File: src/logic/ldt_defs.svh
// Overview of operation
// - Operation mode: counter advances once per second via prescalers 16 then 2048.
// - Calibration mode bypasses the second prescaler; counter advances every 16 oscillator cycles.
// - After-run target (16 bit) and wake-up target (24 bit) are writable and readable.
// - All 24 counter bits at one is the overflow event.
// - After reset the timer sits idle and does not count until configured.
// - After-run counting starts when the host sets the run bit.
// - Wake-up counting starts when the device enters low-power off mode.
// - Function 1: after-run match raises flag and interrupt, then stops the counter.
// - Function 2: after-run match requests low-power off entry, then stops the counter.
// - Function 3: after-run match enters low-power off, restarts count; wake match wakes, stops.
// - Function 4: in low-power off, wake-up match wakes device and stops the counter.
// - Function 5: in low-power off, the timer wakes the device only at overflow, then counter stops.
// - Function 5: wake by another source leaves the counter running.
// - Control register holds function selection and run control.
`ifndef LDT_DEFS_SVH
`define LDT_DEFS_SVH

`define LDT_ADDR_CTRL 8'h00
`define LDT_ADDR_AFTER_RUN 8'h04
`define LDT_ADDR_WAKE_TGT 8'h08
`define LDT_ADDR_COUNT 8'h0c
`define LDT_ADDR_STATUS 8'h10
`define LDT_ADDR_MASK 8'h14
`define LDT_ADDR_STATE 8'h18

`define LDT_CTRL_FUNC_LSB 0
`define LDT_CTRL_FUNC_MSB 2
`define LDT_CTRL_RUN_BIT 3
`define LDT_CTRL_CALIB_BIT 4

`define LDT_ST_AR_MATCH 0
`define LDT_ST_WAKE 1
`define LDT_ST_OVERFLOW 2
`define LDT_ST_LOW_POWER_OFF_MODE_REQ 3
`define LDT_ST_OTHER_WAKE 4
`define LDT_ST_WIDTH 5

`define LDT_CTRL_RST 5'h00
`define LDT_AFTER_RUN_RST 16'h0000
`define LDT_WAKE_TGT_RST 24'h000000
`define LDT_STATUS_RST 5'h00
`define LDT_MASK_RST 5'h01

`define LDT_CLK_HZ 32'h0131_2d00
`define LDT_OSC_HZ 32'h0000_8000
`define LDT_PRE1_DIV 32'h0000_0010
`define LDT_PRE2_DIV 32'h0000_0800
`define LDT_COUNT_MAX 24'hff_ffff

`endif

File: src/logic/ldt_pkg.sv
package ldt_pkg;

   typedef enum logic [4:0] {
      ST_IDLE = 5'b00001,
      ST_AFTER_RUN = 5'b00010,
      ST_WAIT_LOW_POWER_OFF_MODE = 5'b00100,
      ST_WAKE_RUN = 5'b01000,
      ST_STOPPED = 5'b10000
   } ldt_state_t;

   typedef enum logic [2:0] {
      FN_NONE = 3'h0,
      FN_FLAG = 3'h1,
      FN_AR_OFF = 3'h2,
      FN_AR_CYCLE = 3'h3,
      FN_WAKE = 3'h4,
      FN_OVERFLOW = 3'h5
   } ldt_func_t;

   typedef struct packed {
      logic calib;
      logic run;
      logic [2:0] func;
   } ldt_ctrl_t;

   typedef struct packed {
      logic [7:0] addr;
      logic [31:0] wdata;
      logic wr;
      logic rd;
   } ldt_bus_req_t;

endpackage

File: src/logic/ldt_prescaler.sv
`timescale 1ns/1ns
`default_nettype none
`include "ldt_defs.svh"

module ldt_prescaler import ldt_pkg::*; #(
   parameter int CLK_HZ = `LDT_CLK_HZ,
   parameter int OSC_HZ = `LDT_OSC_HZ,
   parameter int PRE1_DIV = `LDT_PRE1_DIV,
   parameter int PRE2_DIV = `LDT_PRE2_DIV
) (
   input wire logic clk_sys_in, // System clock
   input wire logic sys_rst_in, // Synchronous reset, high
   input wire logic clr_in, // Restart divider phase
   input wire logic calib_in, // Bypass second stage
   output logic tick_out // One-cycle count enable
);
   localparam int P1W = $clog2(PRE1_DIV);
   localparam int P2W = $clog2(PRE2_DIV);

   logic [31:0] acc;
   logic [P1W-1:0] pre1;
   logic [P2W-1:0] pre2;

   // Fractional accumulator: oscillator rate on average, jitter of one system cycle
   wire [31:0] acc_sum = acc + 32'(OSC_HZ);
   wire osc_tick = acc_sum >= 32'(CLK_HZ);
   wire [31:0] next_acc = osc_tick ? acc_sum - 32'(CLK_HZ) : acc_sum;
   wire pre1_wrap = osc_tick && (pre1 == P1W'(PRE1_DIV - 1));
   wire pre2_wrap = pre1_wrap && (pre2 == P2W'(PRE2_DIV - 1));
   wire next_tick = calib_in ? pre1_wrap : pre2_wrap;

   always_ff @(posedge clk_sys_in) begin
      if (sys_rst_in || clr_in) begin
         acc <= 32'h0;
         pre1 <= '0;
         pre2 <= '0;
         tick_out <= 1'b0;
      end else begin
         acc <= next_acc;
         pre1 <= osc_tick ? pre1 + P1W'(1) : pre1;
         pre2 <= pre1_wrap ? pre2 + P2W'(1) : pre2;
         tick_out <= next_tick;
      end
   end
endmodule
`default_nettype wire

File: src/logic/ldt_timer.sv
`timescale 1ns/1ns
`default_nettype none
`include "ldt_defs.svh"

module ldt_timer import ldt_pkg::*; #(
   parameter int CLK_HZ = `LDT_CLK_HZ,
   parameter int OSC_HZ = `LDT_OSC_HZ,
   parameter int PRE1_DIV = `LDT_PRE1_DIV,
   parameter int PRE2_DIV = `LDT_PRE2_DIV
) (
   input wire logic clk_sys_in, // System clock, 20 MHz
   input wire logic sys_rst_in, // Synchronous reset, high
   input wire logic [7:0] reg_addr_in, // Register byte address
   input wire logic [31:0] reg_wdata_in, // Write data
   input wire logic reg_wr_in, // Write strobe
   input wire logic reg_rd_in, // Read strobe
   output logic [31:0] reg_rdata_out, // Read data, cycle after strobe
   input wire logic low_power_off_mode_active_in, // Device is in low-power off mode
   input wire logic other_wake_in, // Pulse: woken by another source
   output logic low_power_off_mode_req_out, // Pulse: request low-power off entry
   output logic wake_req_out, // Pulse: wake device into init state
   output logic interrupt_n_out // Interrupt, active low
);
   ldt_bus_req_t req;
   ldt_ctrl_t ctrl;
   ldt_state_t state;
   ldt_state_t next_state;
   logic [15:0] after_run;
   logic [23:0] wake_tgt;
   logic [23:0] count;
   logic [23:0] next_count;
   logic [`LDT_ST_WIDTH-1:0] status;
   logic [`LDT_ST_WIDTH-1:0] mask;
   logic low_power_off_mode_q;
   logic tick;

   assign req = '{addr: reg_addr_in, wdata: reg_wdata_in, wr: reg_wr_in, rd: reg_rd_in};

   // Address decode
   wire wr_ctrl = req.wr && (req.addr == `LDT_ADDR_CTRL);
   wire wr_ar = req.wr && (req.addr == `LDT_ADDR_AFTER_RUN);
   wire wr_wk = req.wr && (req.addr == `LDT_ADDR_WAKE_TGT);
   wire wr_status = req.wr && (req.addr == `LDT_ADDR_STATUS);
   wire wr_mask = req.wr && (req.addr == `LDT_ADDR_MASK);
   wire wr_run = req.wdata[`LDT_CTRL_RUN_BIT];

   wire fn_flag = ctrl.func == FN_FLAG;
   wire fn_ar_off = ctrl.func == FN_AR_OFF;
   wire fn_cycle = ctrl.func == FN_AR_CYCLE;
   wire fn_wake = ctrl.func == FN_WAKE;
   wire fn_ovf = ctrl.func == FN_OVERFLOW;
   wire fn_after = fn_flag || fn_ar_off || fn_cycle;
   // The start write may carry the function too, so decode the incoming field
   wire [2:0] wr_func = req.wdata[`LDT_CTRL_FUNC_MSB:`LDT_CTRL_FUNC_LSB];
   wire wr_fn_after = (wr_func == FN_FLAG) || (wr_func == FN_AR_OFF) || (wr_func == FN_AR_CYCLE);
   wire idle_like = (state == ST_IDLE) || (state == ST_STOPPED);

   wire go_ar = idle_like && wr_fn_after && wr_ctrl && wr_run && !ctrl.run;
   wire low_power_off_mode_rise = low_power_off_mode_active_in && !low_power_off_mode_q;
   // wake phase begins on low-power off entry
   wire go_wk = low_power_off_mode_rise && ((idle_like && (fn_wake || fn_ovf)) || (state == ST_WAIT_LOW_POWER_OFF_MODE));

   // clearing run pauses the count so it can be read steadily
   wire counting = (state == ST_AFTER_RUN) || (state == ST_WAKE_RUN);
   wire count_en = counting && ctrl.run && tick;
   wire [23:0] count_inc = count + 24'h1;
   wire ar_hit = count_en && (state == ST_AFTER_RUN) && (count_inc == {8'h00, after_run});
   wire wk_hit = count_en && (state == ST_WAKE_RUN) && (fn_cycle || fn_wake) && (count_inc == wake_tgt);
   wire ovf_hit = count_en && (state == ST_WAKE_RUN) && fn_ovf && (count_inc == `LDT_COUNT_MAX);
   wire other_in_wk = (state == ST_WAKE_RUN) && other_wake_in;

   wire [`LDT_ST_WIDTH-1:0] events = {
      other_in_wk && fn_ovf,
      ar_hit && (fn_ar_off || fn_cycle),
      ovf_hit,
      wk_hit || ovf_hit,
      ar_hit && fn_flag
   };
   wire [`LDT_ST_WIDTH-1:0] w1c = wr_status ? req.wdata[`LDT_ST_WIDTH-1:0] : '0;
   // New events win over a write-one clear in the same cycle
   wire [`LDT_ST_WIDTH-1:0] next_status = (status & ~w1c) | events;

   // Hardware sets run on wake phase entry; a host write may change it otherwise
   wire next_run = go_wk ? 1'b1 : (wr_ctrl ? wr_run : ctrl.run);
   wire ldt_ctrl_t next_ctrl = wr_ctrl
      ? '{calib: req.wdata[`LDT_CTRL_CALIB_BIT], run: next_run,
          func: req.wdata[`LDT_CTRL_FUNC_MSB:`LDT_CTRL_FUNC_LSB]}
      : '{calib: ctrl.calib, run: next_run, func: ctrl.func};

   always_comb begin
      next_state = state;
      next_count = count;
      case (state)
         ST_IDLE, ST_STOPPED: begin
            if (go_ar) begin
               next_state = ST_AFTER_RUN;
               next_count = 24'h0;
            end else if (go_wk) begin
               next_state = ST_WAKE_RUN;
               next_count = 24'h0;
            end
         end
         ST_AFTER_RUN: begin
            if (ar_hit && fn_cycle) begin
               // clear and wait for low-power entry
               next_state = ST_WAIT_LOW_POWER_OFF_MODE;
               next_count = 24'h0;
            end else if (ar_hit) begin
               next_state = ST_STOPPED;
               next_count = count_inc;
            end else if (count_en) begin
               next_count = count_inc;
            end
         end
         ST_WAIT_LOW_POWER_OFF_MODE: begin
            if (go_wk) begin
               next_state = ST_WAKE_RUN;
            end
         end
         ST_WAKE_RUN: begin
            if (wk_hit || ovf_hit) begin
               next_state = ST_STOPPED;
               next_count = count_inc;
            end else if (count_en) begin
               // other wake sources leave this running
               next_count = count_inc;
            end
         end
         default: begin
            next_state = ST_IDLE;
            next_count = 24'h0;
         end
      endcase
   end

   ldt_prescaler #(
      .CLK_HZ(CLK_HZ),
      .OSC_HZ(OSC_HZ),
      .PRE1_DIV(PRE1_DIV),
      .PRE2_DIV(PRE2_DIV)
   ) u_prescaler (
      .clk_sys_in(clk_sys_in),
      .sys_rst_in(sys_rst_in),
      .clr_in(go_ar || go_wk),
      .calib_in(ctrl.calib),
      .tick_out(tick)
   );

   // Read mux; unmapped addresses return zero
   wire [31:0] rd_mux =
      (req.addr == `LDT_ADDR_CTRL) ? {27'h0, ctrl} :
      (req.addr == `LDT_ADDR_AFTER_RUN) ? {16'h0, after_run} :
      (req.addr == `LDT_ADDR_WAKE_TGT) ? {8'h0, wake_tgt} :
      (req.addr == `LDT_ADDR_COUNT) ? {8'h0, count} :
      (req.addr == `LDT_ADDR_STATUS) ? {27'h0, status} :
      (req.addr == `LDT_ADDR_MASK) ? {27'h0, mask} :
      (req.addr == `LDT_ADDR_STATE) ? {27'h0, state} : 32'h0;

   always_ff @(posedge clk_sys_in) begin
      if (sys_rst_in) begin
         state <= ST_IDLE;
         count <= 24'h0;
         ctrl <= `LDT_CTRL_RST;
         low_power_off_mode_q <= 1'b0;
      end else begin
         state <= next_state;
         count <= next_count;
         ctrl <= next_ctrl;
         low_power_off_mode_q <= low_power_off_mode_active_in;
      end
   end

   always_ff @(posedge clk_sys_in) begin
      if (sys_rst_in) begin
         after_run <= `LDT_AFTER_RUN_RST;
         wake_tgt <= `LDT_WAKE_TGT_RST;
         mask <= `LDT_MASK_RST;
      end else begin
         after_run <= wr_ar ? req.wdata[15:0] : after_run;
         wake_tgt <= wr_wk ? req.wdata[23:0] : wake_tgt;
         mask <= wr_mask ? req.wdata[`LDT_ST_WIDTH-1:0] : mask;
      end
   end

   always_ff @(posedge clk_sys_in) begin
      if (sys_rst_in) begin
         status <= `LDT_STATUS_RST;
         reg_rdata_out <= 32'h0;
         low_power_off_mode_req_out <= 1'b0;
         wake_req_out <= 1'b0;
         interrupt_n_out <= 1'b1;
      end else begin
         status <= next_status;
         reg_rdata_out <= req.rd ? rd_mux : 32'h0;
         low_power_off_mode_req_out <= ar_hit && (fn_ar_off || fn_cycle);
         // timer wake goes to the power controller as an init wake-up
         wake_req_out <= wk_hit || ovf_hit;
         // interrupt one cycle behind the status bit
         interrupt_n_out <= ~|(status & mask);
      end
   end
endmodule
`default_nettype wire

File: config.mk
export PLATFORM = sky130hd
export DESIGN_NAME = ldt_timer
export DESIGN_NICKNAME = d
export VERILOG_FILES = /design/src/logic/ldt_pkg.sv /design/src/logic/ldt_prescaler.sv /design/src/logic/ldt_timer.sv
export VERILOG_INCLUDE_DIRS = /design/src /design/src/logic
export SDC_FILE = /design/constraint.sdc
export NUM_CORES = 1
export LEC_CHECK = 0
export ABC_AREA = 1
export BUFFER_PORTS_ARGS = -buffer_cell sky130_fd_sc_hd__buf_2
export CORE_ASPECT_RATIO = 1.75
export CORE_MARGIN = 2
export CORE_UTILIZATION = 40
export DETAILED_ROUTE_END_ITERATION = 7
export GPL_ROUTABILITY_DRIVEN = 0
export GPL_TIMING_DRIVEN = 0
export HOLD_SLACK_MARGIN = 0.03
export PLACE_DENSITY_LB_ADDON = 0.05
export SLEW_MARGIN = 20
export SYNTH_ARGS = -nofsm -noshare
export SYNTH_HDL_FRONTEND = slang
export SYNTH_SLANG_ARGS = --single-unit
File: constraint.sdc
create_clock -name clk_sys_in -period 2.5 [get_ports clk_sys_in]
set_input_delay 0.75 -clock clk_sys_in [delete_from_list [all_inputs] [get_ports clk_sys_in]]
set_output_delay 0.75 -clock clk_sys_in [all_outputs]
set_load 0.05 [all_outputs]
==> run summary, run 1 <==
Status - finished, violations left
Failing checks - setup timing
R2R Setup Slk - -0.03 ns
Internal - 5.046 mW
Syn Std Cell Area - 0.009213 mm2
Pwr/cell area - 677.0 mW/mm2
CP Max Fanout - 5
Via Count - 10170
Worst Hold Class - flip-flop to flip-flop
Gate Count Post-Synth - 1455
Startpoint Class - flip-flop
Yosys warns - 0
Crit Path Category - flip-flop to flip-flop
Worst slew pin tran - 0.7766 ns
Reg power frac - 36.5%
Seq cells post-synth - 152
First-pass GRT wire length - 53.56 mm
Largest net degree at the start of global routing - 17
Number of remaining DRC errors - 0
Synth top cells by count - nand2_1 (399), inv_1 (187), dfxtp_1 (152), nand3_1 (134), nor2_1 (128)
Setup violations, final - 9
DIE HEIGHT - 204.8 um
Final instance area - 0.01157 mm2
Distinct cells, synth - 44
HPWL Detailed - 26.20 mm
Number of global-route vias before repair - 9994
Hold path startpoint - u_prescaler.pre2[4]
DR iter-0 viols - 635
Reg-to-Reg End - count[8]
Unrepaired setup endpoints after global routing - yes
# IOs - 81
Worst Setup End Kind - flip-flop
Asr flop ratio synth - 0%
Hold slack final - 0.4590 ns
Pwr Total - 7.834 mW
Htree depth - 4
Via density - 5.320
Peak supply drop - 0.6142 mV
NumNets Final - 1656
Leak Pwr - 5.159 nW
Worst skew pair latency - 0.46 ns
Synth Area per Inst - 6.332 um2
Primary FF master, synth - dfxtp_1
DR pass1 iterations - 6
Hold_buf cts - 0
CTS Buf Count - 17
EDFF count, synth - 0
Max Cap Viol - 0
Period minus WS final - 2.526 ns
Crit-path cells - buf_6, nand2_4, nor2_8, nand2_4, nor2_4, buf_6, nand2_1, nand2_2, nand2_1, nand2_1, nand3_2, nor2_4, nand3_4, buf_12, buf_12, nand3_2, nand3_2, nand2_1, inv_1
Family with the most delay on the worst path - simple AND/OR/NAND/NOR gates
Slowest-stage cell, CP - dfxtp_4
FF-to-FF path depth - 19
Sequential share of the synthesized area - 33.03%
Total routed wirelength - 34.62 mm
Remaining Overflow, GRT - 0
Horiz. Die Dim - 118.7 um
Clock skew - 0.01161 ns
Count leader, synth - nand2_1
Final setup margin - -0.02585 ns
Initial Util - 40.67%
Inst Count DP - 1826
CTS tree - done
Period utilization - 101.0%
Initial antenna violation count - 0
Max incr delay on CP - 0.37 ns
Slew Viols, Final - 0
Wirelength per Cell - 18.11 um
Hold depth - 2
Post-Layout Cell Count - 1912
Synth top area share - 33.03%
Area grow syn2layout - 25.60%
Synth area leaders - dfxtp_1 (33%), nand2_1 (16%), inv_1 (7.6%)
CTS clk-pin slew, worst paths - 0.06 ns
Core area - 0.02265 mm2
Post-synth top area cell - dfxtp_1
Relative slew slack - 48.22%
Worst Path Required - 2.85 ns
Most frequent CP cell - nand2_1
CTS Sinks - 152
IO Port Bufs - 64
CTS root buf - clkbuf_16
Share of post-route cells with drive strength above 1 - 21.03%
Detail Route Antenna Nets - 0
Worst EP arrival - 2.88 ns
Sw Share - 35.59%
Clock Power Share - 32.6%
Crit Reg-Reg Startpoint - count[1]
Longest Clk Path Bufs - 2
CP Buf/Inv Count - 5
Antenna Cells - 0
Total GRT Usage - 28.91%
Worst Hold End - u_prescaler.pre2[4]
Sw Pwr - 2.788 mW
Site row count - 73
Full die area - 0.02431 mm2
Hold Vio Cnt, Final - 0
Fmax - 0.3959 GHz
Gate power share - 30.9%
Placed standard-cell area - 0.009935 mm2
## state kept, by name, summed over array words and instances, names as in the netlist
signal                      cells
after_run                      16
reg_rdata_out                  24
wake_req_out                    1
u_prescaler.acc                24
ctrl                            5
count                          24
low_power_off_mode_q            1
state                           5
low_power_off_mode_req_out      1
interrupt_n_out                 1
u_prescaler.pre1                4
mask                            5
status                          5
u_prescaler.tick_out            1
u_prescaler.pre2               11
wake_tgt                       24
## through the flow
step | util, % | setup TNS, ns | setup slack [ns]
4_1_cts | 49.13 | -0.2528 | -0.03529
2_1_floorplan | - | 0 | 0.1566
6_report | 51.08 | -0.1536 | -0.02585
3_3_place_gp | 43.86 | -50.75 | -0.6764
3_5_place_dp | 43.86 | -53.70 | -0.6792
5_1_grt | 51.08 | -2.592 | -0.1864
## tightest hold or removal path, cell delays in order, from the launching register on
cell,delay (ns)
dfxtp_1,0.31
nand2_1,0.06
a21oi_1,0.05
## power by group through the flow
stage / registers (mW) / clock network, mW / logic (mW)
after detailed placement: 2.87 / 0 / 1.97
final: 2.86 / 2.55 / 2.42
after global routing: 2.89 / 2.69 / 2.74
after global placement: 2.87 / 0 / 1.95
after floorplan: 2.81 / 0 / 1.47
after CTS: 2.82 / 2.60 / 2.11
## layout make-up
type	count	area, um2
inverters	193	739.5
well taps	300	375.4
clock buffers	23	498.0
multi-input cells	1060	5692
plain buffers	57	325.3
clock inverters	7	68.82
repair buffers	120	793.3
fillers	2452	11080
flip-flops and latches	152	3079
## cell usage in the layout (no fill, tap or decap), drive strengths merged, types with 9 or more instances in the layout
master | netlist | routed
nand2 | 413 | 413
inv | 190 | 188
dfxtp | 152 | 152
nand3 | 143 | 143
nor2 | 140 | 140
buf | 20 | 140
a21oi | 115 | 115
o21ai | 97 | 97
clkbuf | 37 | 60
nand4 | 24 | 24
xor2 | 22 | 22
o221ai | 15 | 15
nor3 | 15 | 15
a211oi | 9 | 9
ha | 9 | 9
## worst max path at each step
stage	endpoint	slack [ns]	startpoint	depth (start not counted)
4_1_cts	count[13]	-0.04	count[1]	19
5_1_grt	count[11]	-0.19	count[1]	19
2_1_floorplan	u_prescaler.acc[15]	0.16	reg_addr_in[1]	11
6_report	count[8]	-0.03	count[1]	19
3_3_place_gp	u_prescaler.acc[17]	-0.68	reg_addr_in[1]	10
3_5_place_dp	u_prescaler.pre2[5]	-0.68	reg_addr_in[1]	10
## repair_timing
item | in CTS | in global routing
hold endpoints to repair | 0 | 0
gates resized for setup | 96 | 91
buffers inserted | 37 | 19
setup endpoints to repair | 83 | 101
pin swaps | 19 | 30
## layer usage
layer	share of wire, %	global-route usage [%]
met5	0	0
met4	8.7	23.38
met3	4.3	4.538
met2	51	52.11
met1	36	29.15
## cell families after synthesis
family | Yosys count | synth area share [%]
simple gates | 751 | 36.19
compound gates | 262 | 15.89
buf+inv | 250 | 10.77
flops | 152 | 33.03
xor+xnor | 30 | 2.852
fa+ha+maj | 9 | 1.222
other cells | 1 | 0.04071
Note: power is estimated with default switching activity, not from simulation.
==> run 2: changes to the inputs <==
- ABC_AREA: 1 -> 0
- GPL_ROUTABILITY_DRIVEN: 0 -> not set
==> run summary, run 2 <==
Status - finished, violations left
Failing checks - setup timing
Leak Pwr - 4.600 nW
CTS clk-pin slew, worst paths - 0.08 ns
Crit Reg-Reg Startpoint - count[1]
Pwr/cell area - 713.0 mW/mm2
R2R Setup Slk - -0.54 ns
Max Cap Viol - 0
Hold_buf cts - 0
Final setup margin - -0.5402 ns
Worst Setup End Kind - flip-flop
Detail Route Antenna Nets - 0
Final Wtd Congestion - 0.9526
Count leader, synth - nand2_1
Syn Std Cell Area - 0.008956 mm2
Commonest non-fill, non-tap cell in the layout - nand2_1
Total GRT Usage - 30.79%
Horiz. Die Dim - 117.1 um
Hold Vio Cnt, Final - 0
Worst Hold Class - flip-flop to flip-flop
DR iter-0 viols - 691
DIE HEIGHT - 201.9 um
Via density - 5.788
Setup_tns - -22.22 ns
Worst EP arrival - 3.33 ns
Gate Count Post-Synth - 1165
Simple-gate area share of the yosys netlist - 29.60%
Asr flop ratio synth - 0%
DR pass1 iterations - 6
Setup violations, final - 73
Period minus WS final - 3.040 ns
Unrepaired setup endpoints after global routing - yes
Post-synthesis compound-gate area fraction - 20.16%
Via Count - 9516
Period utilization - 121.6%
Synth area leaders - dfxtp_1 (34%), nand2_1 (7.8%), a21oi_1 (5.6%)
Synth Area in XOR/XNOR - 8.899%
Number of global-route vias before repair - 9593
CP Max Fanout - 7
FF-to-FF path depth - 12
Worst Hold End - wake_tgt[10]
Longest Clk Path Bufs - 2
Core area - 0.02207 mm2
Clock skew - 0.01407 ns
Area grow syn2layout - 38.47%
CTS tree - done
HPWL Detailed - 27.11 mm
CTS Buf Count - 17
CTS Sinks - 152
Startpoint Class - flip-flop
Relative slew slack - 44.25%
Remaining Overflow, GRT - 0
Largest family of logic cells by synthesized area - simple AND/OR/NAND/NOR gates
Worst slew pin tran - 0.8363 ns
EDFF count, synth - 0
Initial antenna violation count - 0
Max incr delay on CP - 0.55 ns
Sequential share of the synthesized area - 33.98%
First-pass GRT wire length - 53.74 mm
CTS root buf - clkbuf_16
Number of remaining DRC errors - 0
Slowest-stage cell, CP - or4_4
Htree depth - 4
Antenna Cells - 0
Commonest non-fill, non-tap cells in the layout - nand2_1 (170), dfxtp_1 (138), nor2_1 (97)
NumNets Final - 1390
Fmax - 0.3289 GHz
IO Port Bufs - 62
Crit Path Category - flip-flop to flip-flop
Peak supply drop - 0.7648 mV
Worst Path Required - 2.79 ns
Crit-path cells - buf_6, nand4_1, buf_4, or4_4, or3_4, nand2_2, nand2_1, or4_4, o31ai_4, buf_12, o2111a_1, nor3_1
Initial Util - 40.58%
Reg-to-Reg End - state[3]
Wirelength per Cell - 22.19 um
Synth Area per Inst - 7.688 um2
Distinct cells, synth - 89
Total routed wirelength - 36.49 mm
# IOs - 81
Largest net degree at the start of global routing - 17
Synth top cells by count - nand2_1 (186), dfxtp_1 (152), nor2_1 (106), a21oi_1 (101), clkbuf_1 (57)
Yosys warns - 0
Full die area - 0.02365 mm2
Site row count - 72
Synth Area in Adders - 1.369%
Hold path startpoint - wake_tgt[10]
Most frequent CP cell - or4_4
Worst skew pair latency - 0.45 ns
Primary FF master, synth - dfxtp_1
Synth top area share - 33.98%
Slew Viols, Final - 0
Hold depth - 2
Placed standard-cell area - 0.009987 mm2
Post-synthesis mux area share - 0.4750%
Final instance area - 0.01240 mm2
Post-synth top area cell - dfxtp_1
Share of post-route cells with drive strength above 1 - 32.12%
Seq cells post-synth - 152
Hold slack final - 0.4844 ns
==> run 2: layer usage <==
metal / vias to the layer above / wire length (um) / GRT usage (%)
li1: 4504 / - / -
met4: 0 / 2990 / 23.82
met3: 159 / 1100 / 3.868
met5: - / 0 / 0
met2: 329 / 20470 / 59.31
met1: 4524 / 11920 / 27.45
==> run 2: final cells by class <==
cell class	count	area, um2
fill	2069	9669
buffer	83	604.3
inverter	21	81.33
sequential	152	3070
multi-input combinational	908	6544
timing repair buffer	152	1144
clock inverter	14	148.9
clock buffer	18	439.2
tap	296	370.4
==> run 2: logic make-up (layout without fill, tap and decap cells) <==
| logic type | count (synthesis) | in the layout |
|---|---|---|
| compound gates | 273 | 273 |
| xor+xnor | 86 | 86 |
| fa+ha+maj | 10 | 10 |
| buf+inv | 113 | 288 |
| flops | 152 | 152 |
| mux | 4 | 4 |
| other cells | 1 | 8 |
| simple gates | 526 | 527 |
==> run 2: power by group <==
part | total, mW | switching [mW] | internal (mW)
Combinational | 3.32 | 1.64 | 1.68
Sequential | 2.87 | 0.255 | 2.62
Clock | 2.65 | 1.15 | 1.50
Total | 8.84 | 3.04 | 5.80
==> run 2: timing repair <==
action / CTS / global route
pin swaps: 51 / 59
gates resized for setup: 152 / 133
setup buffers: 73 / 15
cloned: 5 / 0
setup endpoints to repair: 109 / 115
==> run 2: critical path, delay by kind of cell (launching register included) <==
family	cells	cell delay, ns
and+or+nand+nor	7	1.76
buffers and inverters	3	0.46
DFF	1	0.38
AOI/OAI and AO/OA	2	0.27
==> run 2: how the worst max path moves through the flow <==
stage,startpoint,to,slack (ns),depth (start not counted)
after CTS,count[0],state[3],-0.48,12
after floorplan,count[13],state[3],-0.26,11
final,count[1],state[3],-0.54,12
after global placement,count[10],state[3],-1.28,10
after global routing,count[0],count[1],-0.62,12
after detailed placement,count[10],state[3],-1.26,10
==> run 2: stage by stage <==
| step | power, mW | utilization [%] | cells | worst slack, ns |
|---|---|---|---|---|
| floorplan | 4.335 | - | 1172 | -0.2630 |
| global placement | 4.786 | 45.23 | 1530 | -1.277 |
| detailed placement | 4.802 | 45.25 | 1530 | -1.264 |
| CTS | 8.298 | 53.46 | 1633 | -0.4799 |
| global route | 9.178 | 56.19 | 1644 | -0.6179 |
| finish | 8.842 | 56.19 | 1644 | -0.5402 |
